===== src/core/orx_pkg.sv =====
// Package: encodings, field positions and reset values of the OR/rotate/return executor
package orx_pkg;
   localparam logic [7:0] ORX_OP_ORLIT = 8'h09;
   localparam logic [5:0] ORX_OP_ORFILE = 6'h04;
   localparam logic [5:0] ORX_OP_RLC = 6'h0d;
   localparam logic [14:0] ORX_OP_RET = 15'h0009;
   localparam int ORX_D_BIT = 9;
   localparam int ORX_A_BIT = 8;
   localparam int ORX_S_BIT = 0;
   localparam int ORX_FLAG_C = 0;
   localparam int ORX_FLAG_Z = 2;
   localparam int ORX_FLAG_N = 4;
   localparam logic [7:0] ORX_ACC_RST = 8'h00;
   localparam logic [7:0] ORX_FLAGS_RST = 8'h00;
   localparam logic [3:0] ORX_BANK_RST = 4'h0;
   localparam logic [3:0] ORX_ACCESS_BANK = 4'h0;
   localparam logic [1:0] ORX_Q1 = 2'h0;
   localparam logic [1:0] ORX_Q2 = 2'h1;
   localparam logic [1:0] ORX_Q3 = 2'h2;
   localparam logic [1:0] ORX_Q4 = 2'h3;
   typedef enum logic [1:0] {ORX_EXEC, ORX_FLUSH} orx_state_e;
endpackage : orx_pkg


===== src/core/orx_exec.sv =====
// Executor for literal OR, file OR, rotate left through carry and return
//
// Overview of operation
// - Literal OR ORs the accumulator with the 8-bit immediate, writes the accumulator, sets N and Z only.
// - File OR ORs the accumulator with the addressed data byte and sets N and Z only.
// - Destination bit 0 sends the result to the accumulator, 1 writes it back to the file register.
// - Bank bit 0 forces the access bank, 1 takes the bank from the bank select register.
// - A one-cycle file instruction decodes in Q1, reads in Q2, processes in Q3, writes in Q4.
// - Return pops the call stack and loads the popped top into the program counter.
// - Return with shadow flag set restores accumulator, flags and bank select from shadows.
// - Return leaves the upper and high PC latches unaffected, and all flags too when the shadow flag is clear.
// - Rotate shifts the byte left, bit 7 into carry, old carry into bit 0, and sets C, N, Z.
//
// Chosen here: strobed register access and the address map.
`timescale 1ns/1ps
module orx_exec
   import orx_pkg::*;
#(
   parameter int PC_W = 21
) (
   input wire logic mclk_in,
   input wire logic reset_in,
   input wire logic [1:0] qphase_in,
   input wire logic [15:0] instr_in,
   input wire logic instr_valid_in,
   input wire logic [7:0] file_rdata_in,
   input wire logic [PC_W-1:0] stack_top_in,
   input wire logic [7:0] acc_shadow_in,
   input wire logic [7:0] flags_shadow_in,
   input wire logic [3:0] bank_sel_shadow_in,
   output logic [11:0] file_addr_out,
   output logic file_rd_out,
   output logic file_wr_out,
   output logic [7:0] file_wdata_out,
   output logic stack_pop_out,
   output logic pc_load_out,
   output logic [PC_W-1:0] pc_value_out,
   output logic flush_out,
   output logic [7:0] acc_out,
   output logic [7:0] flags_out,
   output logic [3:0] bank_select_reg_out
);
   import orx_pkg::*;

   // ------------------------------------------------------------
   // Decode
   // ------------------------------------------------------------
   orx_state_e state_q, state_d;
   logic [7:0] acc_q, acc_d, flags_q, flags_d, operand_q, operand_d;
   logic [7:0] wdata_q, wdata_d, result;
   logic [3:0] bank_q, bank_d;
   logic [PC_W-1:0] pc_q, pc_d;
   logic wr_q, wr_d, pop_q, pop_d, load_q, load_d;
   logic is_orlit, is_orfile, is_rlc, is_ret, is_file, active;

   // A return blocks decode for one full cycle while the fetch refills
   assign active = instr_valid_in && (state_q == ORX_EXEC);
   assign is_orlit = active && (instr_in[15:8] == ORX_OP_ORLIT);
   assign is_orfile = active && (instr_in[15:10] == ORX_OP_ORFILE);
   assign is_rlc = active && (instr_in[15:10] == ORX_OP_RLC);
   assign is_ret = active && (instr_in[15:1] == ORX_OP_RET);
   assign is_file = is_orfile || is_rlc;

   // Bank: access bank when a is clear, else bank select register
   assign file_addr_out = {(instr_in[ORX_A_BIT] ? bank_q : ORX_ACCESS_BANK),
                           instr_in[7:0]};
   assign file_rd_out = is_file && (qphase_in == ORX_Q2);

   // Rotate takes the carry as it stood before Q3, so C updates at that same edge
   always_comb begin
      if (is_rlc) begin
         result = {operand_q[6:0], flags_q[ORX_FLAG_C]};
      end else if (is_orlit) begin
         result = acc_q | instr_in[7:0];
      end else begin
         result = acc_q | operand_q;
      end
   end

   // ------------------------------------------------------------
   // Next state
   // ------------------------------------------------------------
   always_comb begin
      state_d = state_q;
      acc_d = acc_q;
      flags_d = flags_q;
      bank_d = bank_q;
      operand_d = operand_q;
      wdata_d = wdata_q;
      pc_d = pc_q;
      wr_d = 1'b0;
      pop_d = 1'b0;
      load_d = 1'b0;
      case (state_q)
         ORX_EXEC: begin
            if ((is_file || is_orlit) && qphase_in == ORX_Q2) begin
               operand_d = file_rdata_in;
            end
            if ((is_file || is_orlit) && qphase_in == ORX_Q3) begin
               flags_d[ORX_FLAG_N] = result[7];
               flags_d[ORX_FLAG_Z] = (result == 8'h00);
               if (is_rlc) begin
                  flags_d[ORX_FLAG_C] = operand_q[7];
               end
               wdata_d = result;
            end
            if ((is_file || is_orlit) && qphase_in == ORX_Q4) begin
               if (is_orlit || !instr_in[ORX_D_BIT]) begin
                  acc_d = wdata_q;
               end else begin
                  wr_d = 1'b1;
               end
            end
            if (is_ret && qphase_in == ORX_Q4) begin
               pop_d = 1'b1;
               load_d = 1'b1;
               pc_d = stack_top_in;
               if (instr_in[ORX_S_BIT]) begin
                  acc_d = acc_shadow_in;
                  flags_d = flags_shadow_in;
                  bank_d = bank_sel_shadow_in;
               end
               state_d = ORX_FLUSH;
            end
         end
         ORX_FLUSH: begin
            // Second cycle of return: decode is held off, nothing is written
            if (qphase_in == ORX_Q4) begin
               state_d = ORX_EXEC;
            end
         end
         default: state_d = ORX_EXEC;
      endcase
   end

   always_ff @(posedge mclk_in) begin
      if (reset_in) begin
         state_q <= ORX_EXEC;
         acc_q <= ORX_ACC_RST;
         flags_q <= ORX_FLAGS_RST;
         bank_q <= ORX_BANK_RST;
         operand_q <= 8'h00;
         wdata_q <= 8'h00;
         pc_q <= '0;
         wr_q <= 1'b0;
         pop_q <= 1'b0;
         load_q <= 1'b0;
      end else begin
         state_q <= state_d;
         acc_q <= acc_d;
         flags_q <= flags_d;
         bank_q <= bank_d;
         operand_q <= operand_d;
         wdata_q <= wdata_d;
         pc_q <= pc_d;
         wr_q <= wr_d;
         pop_q <= pop_d;
         load_q <= load_d;
      end
   end

   // PC latches are not ports of this block, so return never touches them
   assign file_wr_out = wr_q;
   assign file_wdata_out = wdata_q;
   assign stack_pop_out = pop_q;
   assign pc_load_out = load_q;
   assign pc_value_out = pc_q;
   assign flush_out = (state_q == ORX_FLUSH);
   assign acc_out = acc_q;
   assign flags_out = flags_q;
   assign bank_select_reg_out = bank_q;
endmodule : orx_exec


===== config.mk =====
export PLATFORM = sky130hd
export DESIGN_NAME = orx_exec
export DESIGN_NICKNAME = d
export VERILOG_FILES = /design/src/core/orx_pkg.sv /design/src/core/orx_exec.sv
export SDC_FILE = /design/constraint.sdc
export NUM_CORES = 1
export LEC_CHECK = 0
export BUFFER_PORTS_ARGS = -buffer_cell sky130_fd_sc_hd__buf_2
export CAP_MARGIN = 20
export CORE_MARGIN = 4
export CORE_UTILIZATION = 30
export CTS_BUF_LIST = sky130_fd_sc_hd__clkbuf_2 sky130_fd_sc_hd__clkbuf_4 sky130_fd_sc_hd__clkbuf_8
export DETAILED_ROUTE_END_ITERATION = 6
export GPL_TIMING_DRIVEN = 0
export PLACE_DENSITY = 0.67
export SYNTH_ARGS = -nofsm -noshare
export SYNTH_HDL_FRONTEND = slang
export SYNTH_SLANG_ARGS = --single-unit

===== constraint.sdc =====
create_clock -name mclk_in -period 5.54 [get_ports mclk_in]
set_clock_uncertainty 0.15 [all_clocks]
set_input_delay 0.277 -clock mclk_in [delete_from_list [all_inputs] [get_ports mclk_in]]
set_output_delay 0.277 -clock mclk_in [all_outputs]
set_load 0.02 [all_outputs]

==> impl_metrics.tcl, run 1 <==
set metrics [dict create \
    timing.critical_path.from "state_q[0]" \
    timing.hold.worst.class "primary input to register" \
    gr-total-overflow 0 \
    synth-compound-area-share 0.119 \
    die_width_um 103 \
    synth-edff-count 0 \
    pin_count 136 \
    synthesized_netlist_cell_count 344 \
    tritoncts "built" \
    postCtsSetupBuffers 0 \
    first_iter_violations 140 \
    share_of_cells_above_drive_strength_1 0.344 \
    cts_repair_resize_count 0 \
    clockRootBuffer "sky130_fd_sc_hd__clkbuf_8" \
    critical_path_required_ps 5620 \
    drt.antenna.violating_nets 0 \
    run_status "completed" \
    holdCritStartpoint "file_rdata_in[0]" \
    die_area_sq_um 10500 \
    synth_xor_xnor_area_share 0 \
    layout_worst_path_cycle_share 0.495 \
    fp-row-count 34 \
    setup_tns_ps 0 \
    via_count 2943 \
    post_synth_mux_area_share 0.0559 \
    arrival_ps 2820 \
    timing.critical_path.fanout_max 9 \
    htree_num_levels 3 \
    synth_fa_ha_area_frac 0 \
    first_global_vias 2799 \
    postSynthAreaPerCell_sq_um 7.81 \
    core_area_sq_um 8720 \
    fmax_mhz 365 \
    per_cell_routed_wire_length_um 14.8 \
    synth_simple_gate_area_share 0.320 \
    synth_nets 414 \
    clock_sinks 60 \
    crit_start_category "register" \
    regToRegStartpoint "state_q[0]" \
    worstSkewPairLatency_ps 340 \
    relSlewSlack 0.440 \
    power.leakage_nw 1.65 \
    antenna_cells 0 \
    final_gp_congestion 0.880 \
    ys_seq_elements 60 \
    timing.final.crit_period_ps 2740 \
    areaGrowthSynthToFinish_pct 38.9 \
    most-common-layout-cells "135 x sky130_fd_sc_hd__buf_2, 88 x sky130_fd_sc_hd__nand2_1, 60 x sky130_fd_sc_hd__dfxtp_1" \
    layout.nets 559 \
    maxCapViolCount 0 \
    viasPerCell 4.89 \
    cellPowerDensity_nw_per_um2 262 \
    wire_length_of_the_first_global_routing_pass_mm 13.7 \
    synth_flop_cell "sky130_fd_sc_hd__dfxtp_1" \
    port_buffers 134 \
    worst_setup_hold_path_clk_slew_ps 70 \
    synth_sequential_area_ratio 0.447 \
    cts_buffers 9 \
    async_flop_share 0 \
    hold_slack_ps 24.3 \
    drt_first_pass_iters 7 \
    mostFrequentLayoutCell "sky130_fd_sc_hd__buf_2" \
    timing_max_transition_violations_final 0 \
    setup_viol 0 \
    tightest_slew_ps 836 \
    path_class "register to register" \
    die_y_um 103 \
    crit_path_end_kind "register" \
    cts_hold_buf 0 \
    yosys_warnings 0 \
    start_util 0.308 \
    gr-usage-all-layers 0.167 \
    max-clock-path-buffers 2 \
    place.detailed.hpwl_mm 7.00 \
    report.final.hold_viol_count 0 \
    pin_count_of_the_biggest_net_entering_global_routing 11 \
    worst_ir_drop_vdd_mv 0.136 \
    rsz_0062_raised_after_global_routing "false" \
    synthesis.area_sq_um 2690 \
    detail_route.drc_violations 0 \
    synth_top_family_by_area "simple AND/OR/NAND/NOR gates" \
    grt_antenna_before_repair 0 \
    ys_types 39 \
    wirelength_mm 8.92 \
]
[final cells by class]
type                    instances  area (sq um)
fillers                       883          4990
flip-flops and latches         60          1200
well taps                     108           135
clock inverters                 5           100
multi-input cells             256          1330
inverters                       1          3.75
clock buffers                  11           139
repair buffers                134           671
plain buffers                  27           151
[report_power, final]
group / total (W) / internal, W / switching (W)
logic: 0.0000637 / 0.0000296 / 0.0000341
registers: 0.000432 / 0.000431 / 0.000000261
clock network: 0.000481 / 0.000308 / 0.000173
total: 0.000977 / 0.000769 / 0.000208
[synth_stat cells, types with 4 or more instances]
cell type / number / area share
sky130_fd_sc_hd__a31oi_1: 6 / 0.014
sky130_fd_sc_hd__nor2_1: 49 / 0.069
sky130_fd_sc_hd__nor4_1: 8 / 0.019
sky130_fd_sc_hd__mux2i_1: 15 / 0.056
sky130_fd_sc_hd__nor3_1: 6 / 0.011
sky130_fd_sc_hd__a21oi_1: 40 / 0.075
sky130_fd_sc_hd__buf_4: 9 / 0.025
sky130_fd_sc_hd__dfxtp_1: 60 / 0.45
sky130_fd_sc_hd__nand3_1: 6 / 0.011
sky130_fd_sc_hd__nand2_1: 88 / 0.12
sky130_fd_sc_hd__clkbuf_1: 15 / 0.021
sky130_fd_sc_hd__and2_1: 4 / 0.0093
[worst max-delay path, cell delays in order, from the launching register on]
cell	delay (ps)
sky130_fd_sc_hd__dfxtp_1	320
sky130_fd_sc_hd__buf_6	140
sky130_fd_sc_hd__or4b_4	530
sky130_fd_sc_hd__buf_6	150
sky130_fd_sc_hd__nor3_2	520
sky130_fd_sc_hd__nor4_1	120
sky130_fd_sc_hd__nor3_1	390
sky130_fd_sc_hd__nor4_2	110
sky130_fd_sc_hd__a31o_1	210
[path summary, 6_finish.rpt]
kind                                    endpoint  cells past startpoint  slack [ps]
worst max-delay path                flags_out[2]                      8        2800
worst min-delay path                operand_q[0]                      3          20
worst max register to register      flags_out[2]                      8        2800
worst min register to register  pc_value_out[13]                      2         300
[flip-flops by register name, summed over array words and instances, names as in the netlist]
name,count
pc_load_out,1
flags_out,8
pc_value_out,21
operand_q,8
acc_out,8
file_wr_out,1
state_q,1
bank_select_reg_out,4
file_wdata_out,8
[layer usage]
| layer | global-route usage | vias to the layer above | share of wire |
|---|---|---|---|
| met2 | 0.266 | 113 | 0.48 |
| met3 | 0.0453 | 14 | 0.088 |
| met4 | 0.0706 | 0 | 0.019 |
| met5 | 0 | - | 0 |
| li1 | - | 1456 | - |
| met1 | 0.213 | 1360 | 0.41 |
[logic make-up (layout without fill, tap and decap cells)]
logic type,Yosys count,count (layout)
AO/OA/AOI/OAI,57,57
buffers and inverters,28,178
flip-flops,60,60
multiplexers,15,15
AND/OR/NAND/NOR,184,184
[stage by stage]
step	util	power (W)	worst slack, ps	area [sq um]	cells
2_1_floorplan	-	0.000468	2880	2690	344
3_3_place_gp	0.400	0.000504	2940	3490	586
3_5_place_dp	0.400	0.000505	2820	3490	586
4_1_cts	0.428	0.000987	2810	3730	602
5_1_grt	0.428	0.00101	2680	3730	602
6_report	0.428	0.000977	2800	3730	602
(Power assumes the default switching activity.)
==> run 2: changes to the inputs <==
--- a/config.mk
+++ b/config.mk
@@ -12,7 +12,7 @@
 export CTS_BUF_LIST = sky130_fd_sc_hd__clkbuf_2 sky130_fd_sc_hd__clkbuf_4 sky130_fd_sc_hd__clkbuf_8
 export DETAILED_ROUTE_END_ITERATION = 6
 export GPL_TIMING_DRIVEN = 0
-export PLACE_DENSITY = 0.67
+export PLACE_DENSITY = 0.69
 export SYNTH_ARGS = -nofsm -noshare
 export SYNTH_HDL_FRONTEND = slang
 export SYNTH_SLANG_ARGS = --single-unit
==> constraint.sdc (replaced) <==
create_clock -name mclk_in -period 2.2 [get_ports mclk_in]
set_clock_uncertainty 0.15 [all_clocks]
set_input_delay 0.11 -clock mclk_in [delete_from_list [all_inputs] [get_ports mclk_in]]
set_output_delay 0.11 -clock mclk_in [all_outputs]
set_load 0.02 [all_outputs]
==> run 2 against run 1 <==
Compared with the run above: the flow now finishes with violations (negative setup slack); non-clock buffer count rose by 62; sequential share of layout area shrank 5.2 points; global-route usage is 2.3 points higher; maximum frequency increased by 21%; critical path depth decreased by 1; setup slack got worse by 2900 ps; cell count increased by 10%; sequential power grew to 2.5 times the previous value; design area grew 19%; first-iteration DRC count is 61% higher; highest routed layer unchanged.
==> impl_metrics.tcl, run 2 (synthesis gave the netlist of run 1 again) <==
set metrics [dict create \
    run_status "finished, violations left" \
    violations "negative setup slack" \
    relative_contribution_of_sequential_cells_to_total_power 0.487 \
    postLayoutCoreUtil 0.511 \
    dp_cells 586 \
    final_critical_path_setup_slack_ps -65.1 \
    fmax_mhz 441 \
    critical_path.cell_chain "or4b_4 -> nor3_4 -> buf_6 -> mux2i_4 -> a21oi_2 -> nor4_2 -> a31o_1" \
    drt_first_pass_iters 5 \
    clockRootBuffer "sky130_fd_sc_hd__clkbuf_8" \
    share_clk_of_total_power 0.402 \
    start_util 0.308 \
    clock_sinks 60 \
    switching_portion_of_total_power 0.233 \
    slowest_stage "sky130_fd_sc_hd__or4b_4" \
    timing.hold.worst.class "primary input to register" \
    use_met3 0.0548 \
    power.leakage_nw 1.93 \
    per_cell_routed_wire_length_um 15.6 \
    cell_internal_pwr_w 0.00171 \
    critical_path_required_ps 2330 \
    htree_num_levels 3 \
    die_area_sq_um 10500 \
    path_buf_inv 1 \
    comb_power_share 0.111 \
    grt_antenna_before_repair 0 \
    first_iter_violations 226 \
    die_width_um 103 \
    core_area_sq_um 8720 \
    crit_path_end_kind "register" \
    holdCritStartpoint "instr_in[9]" \
    layout.nets 621 \
    worst_path_dominant_cell_family "simple AND/OR/NAND/NOR gates" \
    via_count 3255 \
    path_class "register to register" \
    worstSkewPairLatency_ps 330 \
    share_of_cells_above_drive_strength_1 0.360 \
    layout.filler_cells 793 \
    worst_setup_hold_path_clk_slew_ps 60 \
    crit_start_category "register" \
    grt.busiest_layer "met2" \
    timing_max_transition_violations_final 0 \
    first_global_vias 3189 \
    cpPeakStageDelay_ps 540 \
    areaGrowthSynthToFinish_pct 66.0 \
    worst_ir_drop_vdd_mv 0.329 \
    wirelength_mm 10.4 \
    wire_length_of_the_first_global_routing_pass_mm 15.5 \
    cellPowerDensity_nw_per_um2 501 \
    arrival_ps 2390 \
    worstRegToRegCells 7 \
    rsz_0062_raised_after_global_routing "true" \
    timing.critical_path.fanout_max 5 \
    layout_worst_path_cycle_share 1.03 \
    mostFrequentLayoutCell "sky130_fd_sc_hd__buf_2" \
    drt.antenna.violating_nets 0 \
    ff2ff_setup_slack_ps -70 \
    tightest_slew_ps 932 \
    gr-total-overflow 0 \
    regToRegStartpoint "state_q[0]" \
    multiInputGateArea_sq_um 1480 \
    viasPerCell 4.91 \
    min_path_cells 4 \
    timing.final.crit_period_ps 2270 \
    pin_count 136 \
    switchingPower_w 0.000521 \
    cts_buffers 9 \
    setup_viol 1 \
    seqCellArea_sq_um 1200 \
    min_to "acc_out[5]" \
    groute.layer.met1.usage 0.229 \
    port_buffers 134 \
    fp-row-count 34 \
    hold_slack_ps 29.2 \
    gr-usage-met2 0.325 \
    die_y_um 103 \
    final_gp_congestion 0.853 \
    place.detailed.hpwl_mm 6.98 \
    antenna_cells 0 \
    tritoncts "built" \
    final-instance-count-excl-fill 663 \
    most-common-layout-cells "135 x sky130_fd_sc_hd__buf_2, 83 x sky130_fd_sc_hd__nand2_1, 59 x sky130_fd_sc_hd__dfxtp_1" \
    largest_register_ff_count 21 \
    relSlewSlack 0.376 \
    report.final.hold_viol_count 0 \
    maxCapViolCount 0 \
    max-clock-path-buffers 2 \
    gr-usage-all-layers 0.190 \
    pin_count_of_the_biggest_net_entering_global_routing 11 \
    detail_route.drc_violations 0 \
    rr_endpoint "flags_out[2]" \
]
==> run 2: changes by cell type in the layout (fill, tap and decap cells not counted), sizes merged <==
cell	delta
buf	+7
bufinv	-3
dlygate4sd3	+57
==> run 2: what timing repair did <==
action,in CTS,in global routing
buffers inserted,5,4
hold buffers,57,0
endpoints found under the hold margin,51,0
pin swaps,7,7
resized for setup,16,27
setup endpoints to repair,51,43
==> run 2: worst min-delay path, cell delays in order <==
cell and delay [ps]:
sky130_fd_sc_hd__buf_2 110, sky130_fd_sc_hd__nor3_1 90, sky130_fd_sc_hd__nand2_1 80, sky130_fd_sc_hd__a31oi_1 70
==> run 2: layer usage <==
layer,routed length [um],vias to the layer above
met3,828,20
met4,203,0
li1,-,1574
met5,0,-
met1,4120,1520
met2,5200,141
==> run 2: how the worst max path moves through the flow <==
| stage | depth (start not counted) | from | slack, ps | end |
|---|---|---|---|---|
| after global placement | 8 | state_q[0] | -360 | flags_out[2] |
| after global routing | 7 | state_q[0] | -140 | flags_out[2] |
| final | 7 | state_q[0] | -70 | flags_out[2] |
| after detailed placement | 8 | state_q[0] | -430 | flags_out[2] |
| after CTS | 6 | state_q[0] | -90 | flags_out[2] |
| after floorplan | 9 | state_q[0] | -210 | flags_out[2] |
==> run 2: power by group through the flow <==
stage | Combinational, W | Sequential, W | Clock [W]
after floorplan | 0.0000656 | 0.00111 | 0
after global placement | 0.000157 | 0.00111 | 0
after detailed placement | 0.000160 | 0.00111 | 0
after CTS | 0.000238 | 0.00109 | 0.000922
after global routing | 0.000268 | 0.00109 | 0.000964
final | 0.000249 | 0.00109 | 0.000898
==> run 2: per-stage QoR <==
step	total power (W)	setup TNS, ps	worst slack [ps]	area, sq um
finish	0.00223	-65.1	-65.1	4460
CTS	0.00225	-140	-86.8	4330
floorplan	0.00118	-287	-211	2690
detailed placement	0.00127	-8270	-429	3490
global route	0.00232	-291	-142	4460
global placement	0.00127	-6440	-362	3490
==> run 2: final cells by class <==
| class | count | area share |
|---|---|---|
| plain buffers | 23 | 0.0286 |
| inverters | 1 | 0.000842 |
| clock buffers | 13 | 0.0373 |
| well taps | 108 | 0.0303 |
| flip-flops and latches | 60 | 0.270 |
| repair buffers | 200 | 0.299 |
| multi-input cells | 256 | 0.331 |
| clock inverters | 2 | 0.00225 |
